`src/core/ddcor_pkg.sv`:
```
// Package with register map, field layouts and types of the DDC over-range and NCO preset block.
package ddcor_pkg;

    // ****************************************
    // Register offsets
    // ****************************************
    localparam logic [11:0] DDCOR_OFF_THR_I = 12'h211;
    localparam logic [11:0] DDCOR_OFF_THR_Q = 12'h212;
    localparam logic [11:0] DDCOR_OFF_PIN_CFG = 12'h213;
    localparam logic [11:0] DDCOR_OFF_SRC_MODE = 12'h214;
    localparam logic [11:0] DDCOR_OFF_SEL = 12'h215;
    localparam logic [11:0] DDCOR_OFF_BIND = 12'h216;
    localparam logic [11:0] DDCOR_OFF_IRQ_STAT = 12'h220;
    localparam logic [11:0] DDCOR_OFF_IRQ_MASK = 12'h221;

    // ****************************************
    // Reset values
    // ****************************************
    localparam logic [7:0] DDCOR_RST_THR_I = 8'hf2;
    localparam logic [7:0] DDCOR_RST_THR_Q = 8'hab;
    localparam logic [7:0] DDCOR_RST_PIN_CFG = 8'h07;
    localparam logic [7:0] DDCOR_RST_SRC_MODE = 8'h00;
    localparam logic [7:0] DDCOR_RST_SEL = 8'h00;
    localparam logic [7:0] DDCOR_RST_BIND = 8'h02;
    localparam logic [7:0] DDCOR_RST_ZERO = 8'h00;

    // ****************************************
    // Field positions
    // ****************************************
    localparam int DDCOR_PIN_EN_BIT = 3;
    localparam int DDCOR_STRETCH_HI = 2;
    localparam int DDCOR_STRETCH_LO = 0;
    localparam int DDCOR_SEL_A_HI = 1;
    localparam int DDCOR_SEL_A_LO = 0;
    localparam int DDCOR_SEL_B_HI = 3;
    localparam int DDCOR_SEL_B_LO = 2;
    localparam int DDCOR_MODE_HI = 1;
    localparam int DDCOR_MODE_LO = 0;
    localparam int DDCOR_BASE_STRETCH_LOG2 = 3;
    localparam int DDCOR_NUM_FLAGS = 4;
    localparam int DDCOR_NUM_PRESETS = 4;

    // ****************************************
    // Types
    // ****************************************
    typedef enum logic [1:0] {
        DDCOR_SRC_REG,
        DDCOR_SRC_PINS_AB,
        DDCOR_SRC_PINS_A,
        DDCOR_SRC_RSVD
    } ddcor_src_t;

    typedef struct packed {
        logic [11:0] addr;
        logic [7:0] wdata;
        logic wr;
        logic rd;
    } ddcor_bus_t;

    typedef struct packed {
        logic [31:0] freq;
        logic [31:0] phase;
    } ddcor_nco_t;

endpackage

```
`src/core/ddcor_top.sv`:
```
// Over-range detection with pin stretch and NCO preset selection for two down-converters.
`timescale 1ns/1ps
module ddcor_top
    import ddcor_pkg::*;
#(
    parameter int SAMPLE_W = 12,
    parameter int STRETCH_CNT_W = 11
) (
    input wire logic ref_clk,
    input wire logic reset,
    input wire ddcor_bus_t bus,
    output logic [7:0] rdata,
    input wire logic single_channel,
    input wire logic sample_valid,
    input wire logic signed [SAMPLE_W-1:0] sample_i_a,
    input wire logic signed [SAMPLE_W-1:0] sample_q_a,
    input wire logic signed [SAMPLE_W-1:0] sample_i_b,
    input wire logic signed [SAMPLE_W-1:0] sample_q_b,
    output logic [1:0] link_ctrl_a,
    output logic [1:0] link_ctrl_b,
    output logic range_flag_a_zero,
    output logic range_flag_a_one,
    output logic range_flag_b_zero,
    output logic range_flag_b_one,
    input wire logic [1:0] preset_pins_a,
    input wire logic [1:0] preset_pins_b,
    input wire ddcor_nco_t [DDCOR_NUM_PRESETS-1:0] presets_a,
    input wire ddcor_nco_t [DDCOR_NUM_PRESETS-1:0] presets_b,
    output logic [1:0] active_preset_a,
    output logic [1:0] active_preset_b,
    output logic [31:0] freq_word_a,
    output logic [31:0] phase_word_a,
    output logic [31:0] freq_word_b,
    output logic [31:0] phase_word_b,
    output logic [7:0] channel_binding,
    output logic irq
);

    // ****************************************
    // Register file
    // ****************************************
    logic [7:0] thr_i_r;
    logic [7:0] thr_q_r;
    logic [7:0] pin_cfg_r;
    logic [7:0] src_mode_r;
    logic [7:0] sel_r;
    logic [7:0] bind_r;
    logic [3:0] irq_stat_r;
    logic [3:0] irq_mask_r;
    logic [3:0] irq_stat_nxt;
    logic [7:0] rdata_nxt;
    logic [3:0] det;
    logic [3:0] stretch_out;

    wire wr_thr_i = bus.wr && bus.addr == DDCOR_OFF_THR_I;
    wire wr_thr_q = bus.wr && bus.addr == DDCOR_OFF_THR_Q;
    wire wr_pin_cfg = bus.wr && bus.addr == DDCOR_OFF_PIN_CFG;
    wire wr_src_mode = bus.wr && bus.addr == DDCOR_OFF_SRC_MODE;
    wire wr_sel = bus.wr && bus.addr == DDCOR_OFF_SEL;
    wire wr_bind = bus.wr && bus.addr == DDCOR_OFF_BIND;
    wire wr_stat = bus.wr && bus.addr == DDCOR_OFF_IRQ_STAT;
    wire wr_mask = bus.wr && bus.addr == DDCOR_OFF_IRQ_MASK;

    always_ff @(posedge ref_clk or posedge reset) begin
        if (reset) begin
            thr_i_r <= DDCOR_RST_THR_I;
            thr_q_r <= DDCOR_RST_THR_Q;
            pin_cfg_r <= DDCOR_RST_PIN_CFG;
            src_mode_r <= DDCOR_RST_SRC_MODE;
            sel_r <= DDCOR_RST_SEL;
            bind_r <= DDCOR_RST_BIND;
            irq_mask_r <= DDCOR_RST_ZERO[3:0];
        end else begin
            if (wr_thr_i) thr_i_r <= bus.wdata;
            if (wr_thr_q) thr_q_r <= bus.wdata;
            if (wr_pin_cfg) pin_cfg_r <= bus.wdata;
            if (wr_src_mode) src_mode_r <= bus.wdata;
            if (wr_sel) sel_r <= bus.wdata;
            if (wr_bind) bind_r <= bus.wdata;
            if (wr_mask) irq_mask_r <= bus.wdata[3:0];
        end
    end

    // Sticky status: a detection in the same cycle as a write-one clear wins.
    assign irq_stat_nxt = (irq_stat_r & ~(wr_stat ? bus.wdata[3:0] : 4'h0)) | det;

    always_ff @(posedge ref_clk or posedge reset) begin
        if (reset) begin
            irq_stat_r <= DDCOR_RST_ZERO[3:0];
        end else begin
            irq_stat_r <= irq_stat_nxt;
        end
    end

    assign irq = |(irq_stat_r & irq_mask_r);

    always_comb begin
        case (bus.addr)
            DDCOR_OFF_THR_I: rdata_nxt = thr_i_r;
            DDCOR_OFF_THR_Q: rdata_nxt = thr_q_r;
            DDCOR_OFF_PIN_CFG: rdata_nxt = pin_cfg_r;
            DDCOR_OFF_SRC_MODE: rdata_nxt = src_mode_r;
            DDCOR_OFF_SEL: rdata_nxt = sel_r;
            DDCOR_OFF_BIND: rdata_nxt = bind_r;
            DDCOR_OFF_IRQ_STAT: rdata_nxt = {4'h0, irq_stat_r};
            DDCOR_OFF_IRQ_MASK: rdata_nxt = {4'h0, irq_mask_r};
            default: rdata_nxt = DDCOR_RST_ZERO;
        endcase
    end

    always_ff @(posedge ref_clk or posedge reset) begin
        if (reset) begin
            rdata <= DDCOR_RST_ZERO;
        end else if (bus.rd) begin
            rdata <= rdata_nxt;
        end else begin
            rdata <= DDCOR_RST_ZERO;
        end
    end

    assign channel_binding = bind_r;

    // ****************************************
    // Over-range detection
    // ****************************************
    // The top eight magnitude bits are compared, so each threshold step is 1/256 of full scale.
    function automatic logic [7:0] ddcor_mag8(input logic signed [SAMPLE_W-1:0] s);
        logic [SAMPLE_W-1:0] m;
        m = s[SAMPLE_W-1] ? SAMPLE_W'(-s) : SAMPLE_W'(s);
        if (m[SAMPLE_W-1]) begin
            ddcor_mag8 = 8'hff;
        end else begin
            ddcor_mag8 = m[SAMPLE_W-2 -: 8];
        end
    endfunction

    logic [3:0] det_r;
    assign det[0] = sample_valid && ddcor_mag8(sample_i_a) >= thr_i_r;
    assign det[1] = sample_valid && ddcor_mag8(sample_q_a) >= thr_q_r;
    assign det[2] = sample_valid && ddcor_mag8(sample_i_b) >= thr_i_r;
    assign det[3] = sample_valid && ddcor_mag8(sample_q_b) >= thr_q_r;

    // Link bits go out regardless of the pin enable.
    always_ff @(posedge ref_clk or posedge reset) begin
        if (reset) begin
            det_r <= DDCOR_RST_ZERO[3:0];
        end else begin
            det_r <= det;
        end
    end

    assign link_ctrl_a = det_r[1:0];
    assign link_ctrl_b = det_r[3:2];

    // ****************************************
    // Pin pulse stretch
    // ****************************************
    wire pin_en = pin_cfg_r[DDCOR_PIN_EN_BIT];
    wire [2:0] stretch_exp = pin_cfg_r[DDCOR_STRETCH_HI:DDCOR_STRETCH_LO];
    // The shift amount is four bits wide, because exponent seven plus three would wrap in three bits.
    wire [STRETCH_CNT_W-1:0] stretch_len =
        STRETCH_CNT_W'(1) << (4'(stretch_exp) + 4'(DDCOR_BASE_STRETCH_LOG2));

    genvar g;
    generate
        for (g = 0; g < DDCOR_NUM_FLAGS; g++) begin : g_stretch
            logic [STRETCH_CNT_W-1:0] cnt_r;
            logic pin_r;
            always_ff @(posedge ref_clk or posedge reset) begin
                if (reset) begin
                    cnt_r <= '0;
                    pin_r <= 1'b0;
                end else if (!pin_en) begin
                    cnt_r <= '0;
                    pin_r <= 1'b0;
                end else if (det[g]) begin
                    cnt_r <= stretch_len - STRETCH_CNT_W'(1);
                    pin_r <= 1'b1;
                end else if (cnt_r != '0) begin
                    cnt_r <= cnt_r - STRETCH_CNT_W'(1);
                end else begin
                    pin_r <= 1'b0;
                end
            end
            assign stretch_out[g] = pin_r;
        end
    endgenerate

    assign range_flag_a_zero = stretch_out[0];
    assign range_flag_a_one = stretch_out[1];
    assign range_flag_b_zero = stretch_out[2];
    assign range_flag_b_one = stretch_out[3];

    // ****************************************
    // NCO preset selection
    // ****************************************
    // Select pins come from off chip, so they pass three flops and change once stages two and three agree.
    logic [3:0] pin_s1_r;
    logic [3:0] pin_s2_r;
    logic [3:0] pin_s3_r;
    logic [3:0] pin_q_r;

    always_ff @(posedge ref_clk or posedge reset) begin
        if (reset) begin
            pin_s1_r <= DDCOR_RST_ZERO[3:0];
            pin_s2_r <= DDCOR_RST_ZERO[3:0];
            pin_s3_r <= DDCOR_RST_ZERO[3:0];
            pin_q_r <= DDCOR_RST_ZERO[3:0];
        end else begin
            pin_s1_r <= {preset_pins_b, preset_pins_a};
            pin_s2_r <= pin_s1_r;
            pin_s3_r <= pin_s2_r;
            if (pin_s2_r == pin_s3_r) pin_q_r <= pin_s3_r;
        end
    end

    ddcor_src_t src_mode;
    assign src_mode = ddcor_src_t'(src_mode_r[DDCOR_MODE_HI:DDCOR_MODE_LO]);
    wire [1:0] sel_a = sel_r[DDCOR_SEL_A_HI:DDCOR_SEL_A_LO];
    wire [1:0] sel_b = sel_r[DDCOR_SEL_B_HI:DDCOR_SEL_B_LO];
    logic [1:0] pre_a_nxt;
    logic [1:0] pre_b_nxt;

    always_comb begin
        case (src_mode)
            DDCOR_SRC_REG: begin
                pre_a_nxt = sel_a;
                pre_b_nxt = single_channel ? sel_a : sel_b;
            end
            DDCOR_SRC_PINS_AB: begin
                pre_a_nxt = pin_q_r[1:0];
                pre_b_nxt = single_channel ? pin_q_r[1:0] : pin_q_r[3:2];
            end
            DDCOR_SRC_PINS_A: begin
                pre_a_nxt = pin_q_r[1:0];
                pre_b_nxt = pin_q_r[1:0];
            end
            // The reserved mode falls back to the register selection so the NCO stays defined.
            default: begin
                pre_a_nxt = sel_a;
                pre_b_nxt = single_channel ? sel_a : sel_b;
            end
        endcase
    end

    ddcor_nco_t nco_a_nxt;
    ddcor_nco_t nco_b_nxt;
    assign nco_a_nxt = presets_a[pre_a_nxt];
    assign nco_b_nxt = presets_b[pre_b_nxt];

    always_ff @(posedge ref_clk or posedge reset) begin
        if (reset) begin
            active_preset_a <= 2'h0;
            active_preset_b <= 2'h0;
            freq_word_a <= 32'h0;
            phase_word_a <= 32'h0;
            freq_word_b <= 32'h0;
            phase_word_b <= 32'h0;
        end else begin
            active_preset_a <= pre_a_nxt;
            active_preset_b <= pre_b_nxt;
            freq_word_a <= nco_a_nxt.freq;
            phase_word_a <= nco_a_nxt.phase;
            freq_word_b <= nco_b_nxt.freq;
            phase_word_b <= nco_b_nxt.phase;
        end
    end

endmodule

```
`config.mk`:
```
export PLATFORM = sky130hd
export DESIGN_NAME = ddcor_top
export DESIGN_NICKNAME = d
export VERILOG_FILES = /design/src/core/ddcor_pkg.sv /design/src/core/ddcor_top.sv
export SDC_FILE = /design/constraint.sdc
export NUM_CORES = 1
export LEC_CHECK = 0
export BUFFER_PORTS_ARGS = -buffer_cell sky130_fd_sc_hd__clkbuf_2
export CORE_AREA = 2 2 293 295
export CTS_CLUSTER_DIAMETER = 80
export CTS_CLUSTER_SIZE = 30
export DETAILED_ROUTE_END_ITERATION = 10
export DIE_AREA = 0 0 295 297
export PLACE_DENSITY = 0.39
export SYNTH_ARGS = -nofsm -noshare
export SYNTH_HDL_FRONTEND = slang
export SYNTH_SLANG_ARGS = --single-unit
```
`constraint.sdc`:
```
create_clock -name ref_clk -period 23 [get_ports ref_clk]
set_clock_uncertainty 0.15 [all_clocks]
set_input_delay 2.3 -clock ref_clk [delete_from_list [all_inputs] [get_ports ref_clk]]
set_output_delay 2.3 -clock ref_clk [all_outputs]
set_load 0.1 [all_outputs]
```
# Word level (Yosys, flattened, before mapping)
# Index checks and enable logic that the tools add are counted.
# classes
reduce_logical,18
muxes,43
add_sub_neg,10
n_mul,0
shifts,1
n_bitwise,4
eq_ne,19
n_lt_le_gt_ge,6
div,0
# op_table
operator,n
$bmux 64 s2,2
$mux 11,12
$mux 64,2
$eq 12x10->1 const B,8
$pmux 8 s8,1
$sub 11x1->11 const B,5
$mux 12,4
$neg 12->12,4
$reduce_bool 11->1,4
$mux 8,5
$ge 8x8->1,4
$logic_and 1x1->1,12
$mux 1,12
$ne 3x1->1 const B,4
$ne 3x3->1 const B,4
$shl 1x4->11 const A,1
$and 4x4->4,2
$lt 2x3->1 const B,2
$mux 2,3
$add 3x2->4 const B,1
$eq 4x4->1,1
$mux 4,1
$not 4->4,1
$or 4x4->4,1
other kinds (5),5
# totals
mem_bits_ro,0
latchBits,0
ram_bits,0
memories,0
regBits,264
output_inout_bits,157

# Longest topological paths before layout
# depth
ltp_word,7
depth_mapped,15
depth_no_buf,14

# Worst setup path after synthesis
# OpenSTA, ideal clock, no wires.
# synth_timing
kind,input -> register
start,input sample_q_a[3]
end,register g_stretch[1].cnt_r[7]
setup_ns,0.083
setup_slack_ns,17.244
cell_stages,14
t_arrival_ns,5.523
cell_sequence,or4_1 > or3_1 > or3_4 > nor2_4 > nand3_1 > nand2_1 > ha_1 > a211o_1 > a31oi_1 > o21ai_0 > a41oi_1 > clkbuf_1 > nand4_1 > o21ai_0
# synth_between
elab_chain_cells,7
# synth_lines
element,line_no,rtl
from (decl),ddcor_top.sv:16,"input wire logic signed [SAMPLE_W-1:0] sample_q_a,"
$neg 12->12,ddcor_top.sv:129,m = s[SAMPLE_W-1] ? SAMPLE_W'(-s) : SAMPLE_W'(s);
$mux 12 (*),ddcor_top.sv:129,
$mux 8 (*),ddcor_top.sv:130,if (m[SAMPLE_W-1]) begin
$ge 8x8->1 (*),ddcor_top.sv:139,assign det[1] = sample_valid && ddcor_mag8(sample_q_a) >= thr_q_r;
$logic_and 1x1->1 (*),ddcor_top.sv:139,
$mux 11,ddcor_top.sv:176,end else if (det[g]) begin
$mux 11,ddcor_top.sv:173,end else if (!pin_en) begin
to (signal assigned),ddcor_top.sv:177,cnt_r <= stretch_len - STRETCH_CNT_W'(1);
to (signal assigned),ddcor_top.sv:180,cnt_r <= cnt_r - STRETCH_CNT_W'(1);
to (decl),ddcor_top.sv:167,logic [STRETCH_CNT_W-1:0] cnt_r;
# Every way passes the cells marked *; elsewhere a longest branch is shown, timed or not.
# A chain may end at the register's enable or synchronous reset.

# Final worst setup path
# layout_timing
start,input sample_i_b[3]
end,register g_stretch[2].cnt_r[8]
# layout_between
elab_chain_cells,7
# layout_lines
element,line_no,rtl
from (decl),ddcor_top.sv:17,"input wire logic signed [SAMPLE_W-1:0] sample_i_b,"
$neg 12->12,ddcor_top.sv:129,
$mux 12 (*),ddcor_top.sv:129,
$mux 8 (*),ddcor_top.sv:130,
$ge 8x8->1 (*),ddcor_top.sv:140,assign det[2] = sample_valid && ddcor_mag8(sample_i_b) >= thr_i_r;
$logic_and 1x1->1 (*),ddcor_top.sv:140,
$mux 11,ddcor_top.sv:176,
$mux 11,ddcor_top.sv:173,
to (signal assigned),ddcor_top.sv:177,
to (signal assigned),ddcor_top.sv:180,
to (decl),ddcor_top.sv:167,
# Marks and branches as above.

==> flow_summary.ini <==
[clock_tree]
maximum_buffer_depth_of_the_clock_tree = 3
cts.root.buffer_cell = sky130_fd_sc_hd__clkbuf_16
cts_setup_buffers = 0
cts.hold.buffers_added = 0
cts.clk_slew.worst_paths_ns = 0.06
clock_sink_count = 264
cts_buffers = 29
post_cts_resized = 0
tritoncts = built
clock_insertion_delay_worst_skew_ns = 0.59
htree_levels = 1

[worst_setup_path]
criticalPathCategory = in2reg
critical_path_fanout_max = 19
worst_path_max_stage_delay_ns = 0.73
endpoint_kind = register
crit_arrival_ns = 5.85
worst_ep_required_time_ns = 23.34
timing.critical_path.slowest_stage_cell = sky130_fd_sc_hd__o41a_1
worstSetupStartpointType = primary input
cell_chain_critical_path = clkbuf_2, or4_1, or3_1, nor3_2, a21oi_1, ha_1, nand2b_1, a2111oi_0, o41a_1, nand3_1, o22ai_1

[hold_path]
hold_class = reg2reg

[outcome]
status = finished, final reports clean

[floorplanning]
row_count = 107
io_pins = 747
fp.dieW_um = 295
start_util = 0.1810
die_h_um = 297
floorplan.core_area_sq_mm = 0.08448
fp.dieArea_sq_mm = 0.08762

[sta]
slew_headroom = 0.2105
period_minus_slack_ns = 5.510
grt_setup_unrepaired = no
final.setup.tns_ns = 0
report.final.setup_viol = 0
timing_max_transition_violations_final = 0
fmaxAchievable_mhz = 181.5
max_slew.worst_pin.slew_ns = 1.184
final.period_utilization = 0.2396
final-hold-violation-count = 0

[detailed_routing]
drt.antenna.violating_nets = 0
first_pass_iters = 8
drt_iter0_drc = 867
route.detailed.wl_per_inst_um = 21.31
drc_errors = 0
drt-total-wl_mm = 75.34
routed_via_density = 4.345
detailroute.via_count = 15363

[power]
power-per-cell-area_mw_per_mm2 = 57.85
switching_power_uw = 416.4
sw_share = 0.3400
power.share.clock = 0.389
power_frac_seq = 0.399
irDropWorstVdd_mv = 0.05488
intPower_uw = 808.4
power.static_leakage_uw = 0.01041
p_comb_frac = 0.212

[grt]
residual_overflow_from_global_routing = 0
initial_antenna_violation_count = 42
grt_pass1_vias = 15847
grt_first_pass_wirelength_mm = 107.5
grt_max_degree = 107
grt_util_all_layers = 0.1666

[synthesis]
synth_seq_area_share = 0.4332
synthArstFlopShare = 1.000
ys_ff_latch = 264
synth_enable_flop_cells = 0
cell_count_after_synthesis = 1663
mappedNetlistArea_sq_mm = 0.01529
synth-main-ff-cell = sky130_fd_sc_hd__dfrtp_1
postSynthAreaPerCell_sq_um = 9.195
yosys_warnings = 0
synthDistinctLibCells = 73

[cells_and_area]
final_core_util = 0.2506
finish.net_count = 2982
finish.cell_count_without_fillers = 3536
layout.cells.most_common_list = sky130_fd_sc_hd__clkbuf_2, sky130_fd_sc_hd__nand2_1, sky130_fd_sc_hd__dfrtp_1
layout_commonest_cell = sky130_fd_sc_hd__clkbuf_2
area_growth_syn_to_layout_pct = 38.46
filler_cell_count = 9325
final_standard_cell_area_without_fillers_sq_mm = 0.02117
layout-drive-gt1-share = 0.4131

[placed_design]
finalWeightedCongestion = 0.9440
dpl_cell_area_sq_mm = 0.02019
dp_cells = 3466
io_buffers = 746
dp_hpwl_mm = 61.49

[job]
max-cap-violations = 0
final cells by class:
class,count,area (sq um),share of cell area
multi-input cells,1259,8130,0.3840
flip-flops and latches,264,6624,0.3129
repair buffers,762,3854,0.1820
well taps,1144,1431,0.06761
clock buffers,31,733.2,0.03463
clock inverters,22,209.0,0.009869
inverters,37,147.6,0.006974
diodes,17,42.54,0.002009
cells in the mapped netlist (14+ instances only):
master	n	area share
sky130_fd_sc_hd__a21oi_1	113	0.037
sky130_fd_sc_hd__a31oi_1	76	0.031
sky130_fd_sc_hd__and3_1	67	0.027
sky130_fd_sc_hd__clkbuf_1	76	0.019
sky130_fd_sc_hd__dfrtp_1	250	0.41
sky130_fd_sc_hd__dfstp_2	14	0.024
sky130_fd_sc_hd__ha_1	39	0.032
sky130_fd_sc_hd__inv_1	37	0.0091
sky130_fd_sc_hd__mux2_2	120	0.088
sky130_fd_sc_hd__mux2i_1	79	0.052
sky130_fd_sc_hd__nand2_1	351	0.086
sky130_fd_sc_hd__nand2b_1	16	0.0065
sky130_fd_sc_hd__nand3_1	26	0.0085
sky130_fd_sc_hd__nor2_1	106	0.026
sky130_fd_sc_hd__o21ai_0	40	0.013
sky130_fd_sc_hd__xnor2_1	18	0.010
sky130_fd_sc_hd__xor2_1	36	0.021
power by group through the flow:
stage / Sequential (uW) / Combinational [uW] / Clock [uW]
2_1_floorplan: 587 / 69.2 / 0
3_3_place_gp: 498 / 260 / 0
3_5_place_dp: 498 / 261 / 0
4_1_cts: 489 / 262 / 501
5_1_grt: 491 / 279 / 517
6_report: 489 / 259 / 476
layer usage:
metal / part of all wire / routed length (um) / track usage / up-vias
met5: 0.0011 / 85 / 0 / -
met4: 0.039 / 2907 / 0.08528 / 16
met3: 0.073 / 5533 / 0.04662 / 127
met2: 0.49 / 37270 / 0.2799 / 564
met1: 0.39 / 29540 / 0.1923 / 7419
li1: - / - / - / 7237
registers in the layout, indices dropped and copies added, names as in the netlist, 2 cells and up:
signal,cells
active_preset_a,2
active_preset_b,2
channel_binding,8
det_r,4
freq_word_a,32
freq_word_b,32
g_stretch.cnt_r,44
irq_mask_r,4
irq_stat_r,4
phase_word_a,32
phase_word_b,32
pin_cfg_r,8
pin_q_r,4
pin_s1_r,4
pin_s2_r,4
pin_s3_r,4
rdata,8
sel_r,8
src_mode_r,8
thr_i_r,8
thr_q_r,8
worst max-delay path: cells and delay by family:
kind / cells / cell delay (ns)
AND/OR/NAND/NOR: 5 / 1.64
buffers and inverters: 1 / 0.09
adder cells (fa/ha/maj): 1 / 0.28
AO/OA/AOI/OAI: 4 / 1.51
stage by stage:
stage          setup WS (ns)  total power [uW]  hold WS [ns]
4_1_cts                17.54              1252        0.2012
3_5_place_dp           16.89             759.0        0.1847
3_3_place_gp           16.95             758.6        0.1945
2_1_floorplan          13.30             656.5        0.1812
5_1_grt                17.23              1287        0.2074
6_report               17.49              1225        0.1988
path summary, 6_finish.rpt:
path	cells past startpoint	from	to	slack, ns
setup / recovery	11	sample_i_b[3]	g_stretch[2].cnt_r[8]$_DFFE_PP0P_	17.49
hold / removal	0	pin_s1_r[2]$_DFF_PP0_	pin_s2_r[2]$_DFF_PP0_	0.20
setup reg to reg	9	src_mode_r[0]$_DFFE_PP0P_	phase_word_b[30]$_DFF_PP0_	18.57
hold reg to reg	0	pin_s1_r[2]$_DFF_PP0_	pin_s2_r[2]$_DFF_PP0_	0.20
max in group asynchronous	3	reset	phase_word_a[0]$_DFF_PP0_	19.60
min in group asynchronous	2	reset	pin_s1_r[3]$_DFF_PP0_	1.73
cells by family (layout without fill, tap and decap cells):
logic type | after synthesis | after routing | synth area share
AND/OR/NAND/NOR | 661 | 661 | 0.2011
other | 1 | 19 | 0.0002452
XOR/XNOR | 54 | 54 | 0.03093
adder cells (fa/ha/maj) | 39 | 39 | 0.03191
multiplexers | 207 | 207 | 0.1479
AO/OA/AOI/OAI | 296 | 296 | 0.1162
buffers and inverters | 141 | 852 | 0.03846
flip-flops | 264 | 264 | 0.4332
(Power assumes the default switching activity.)
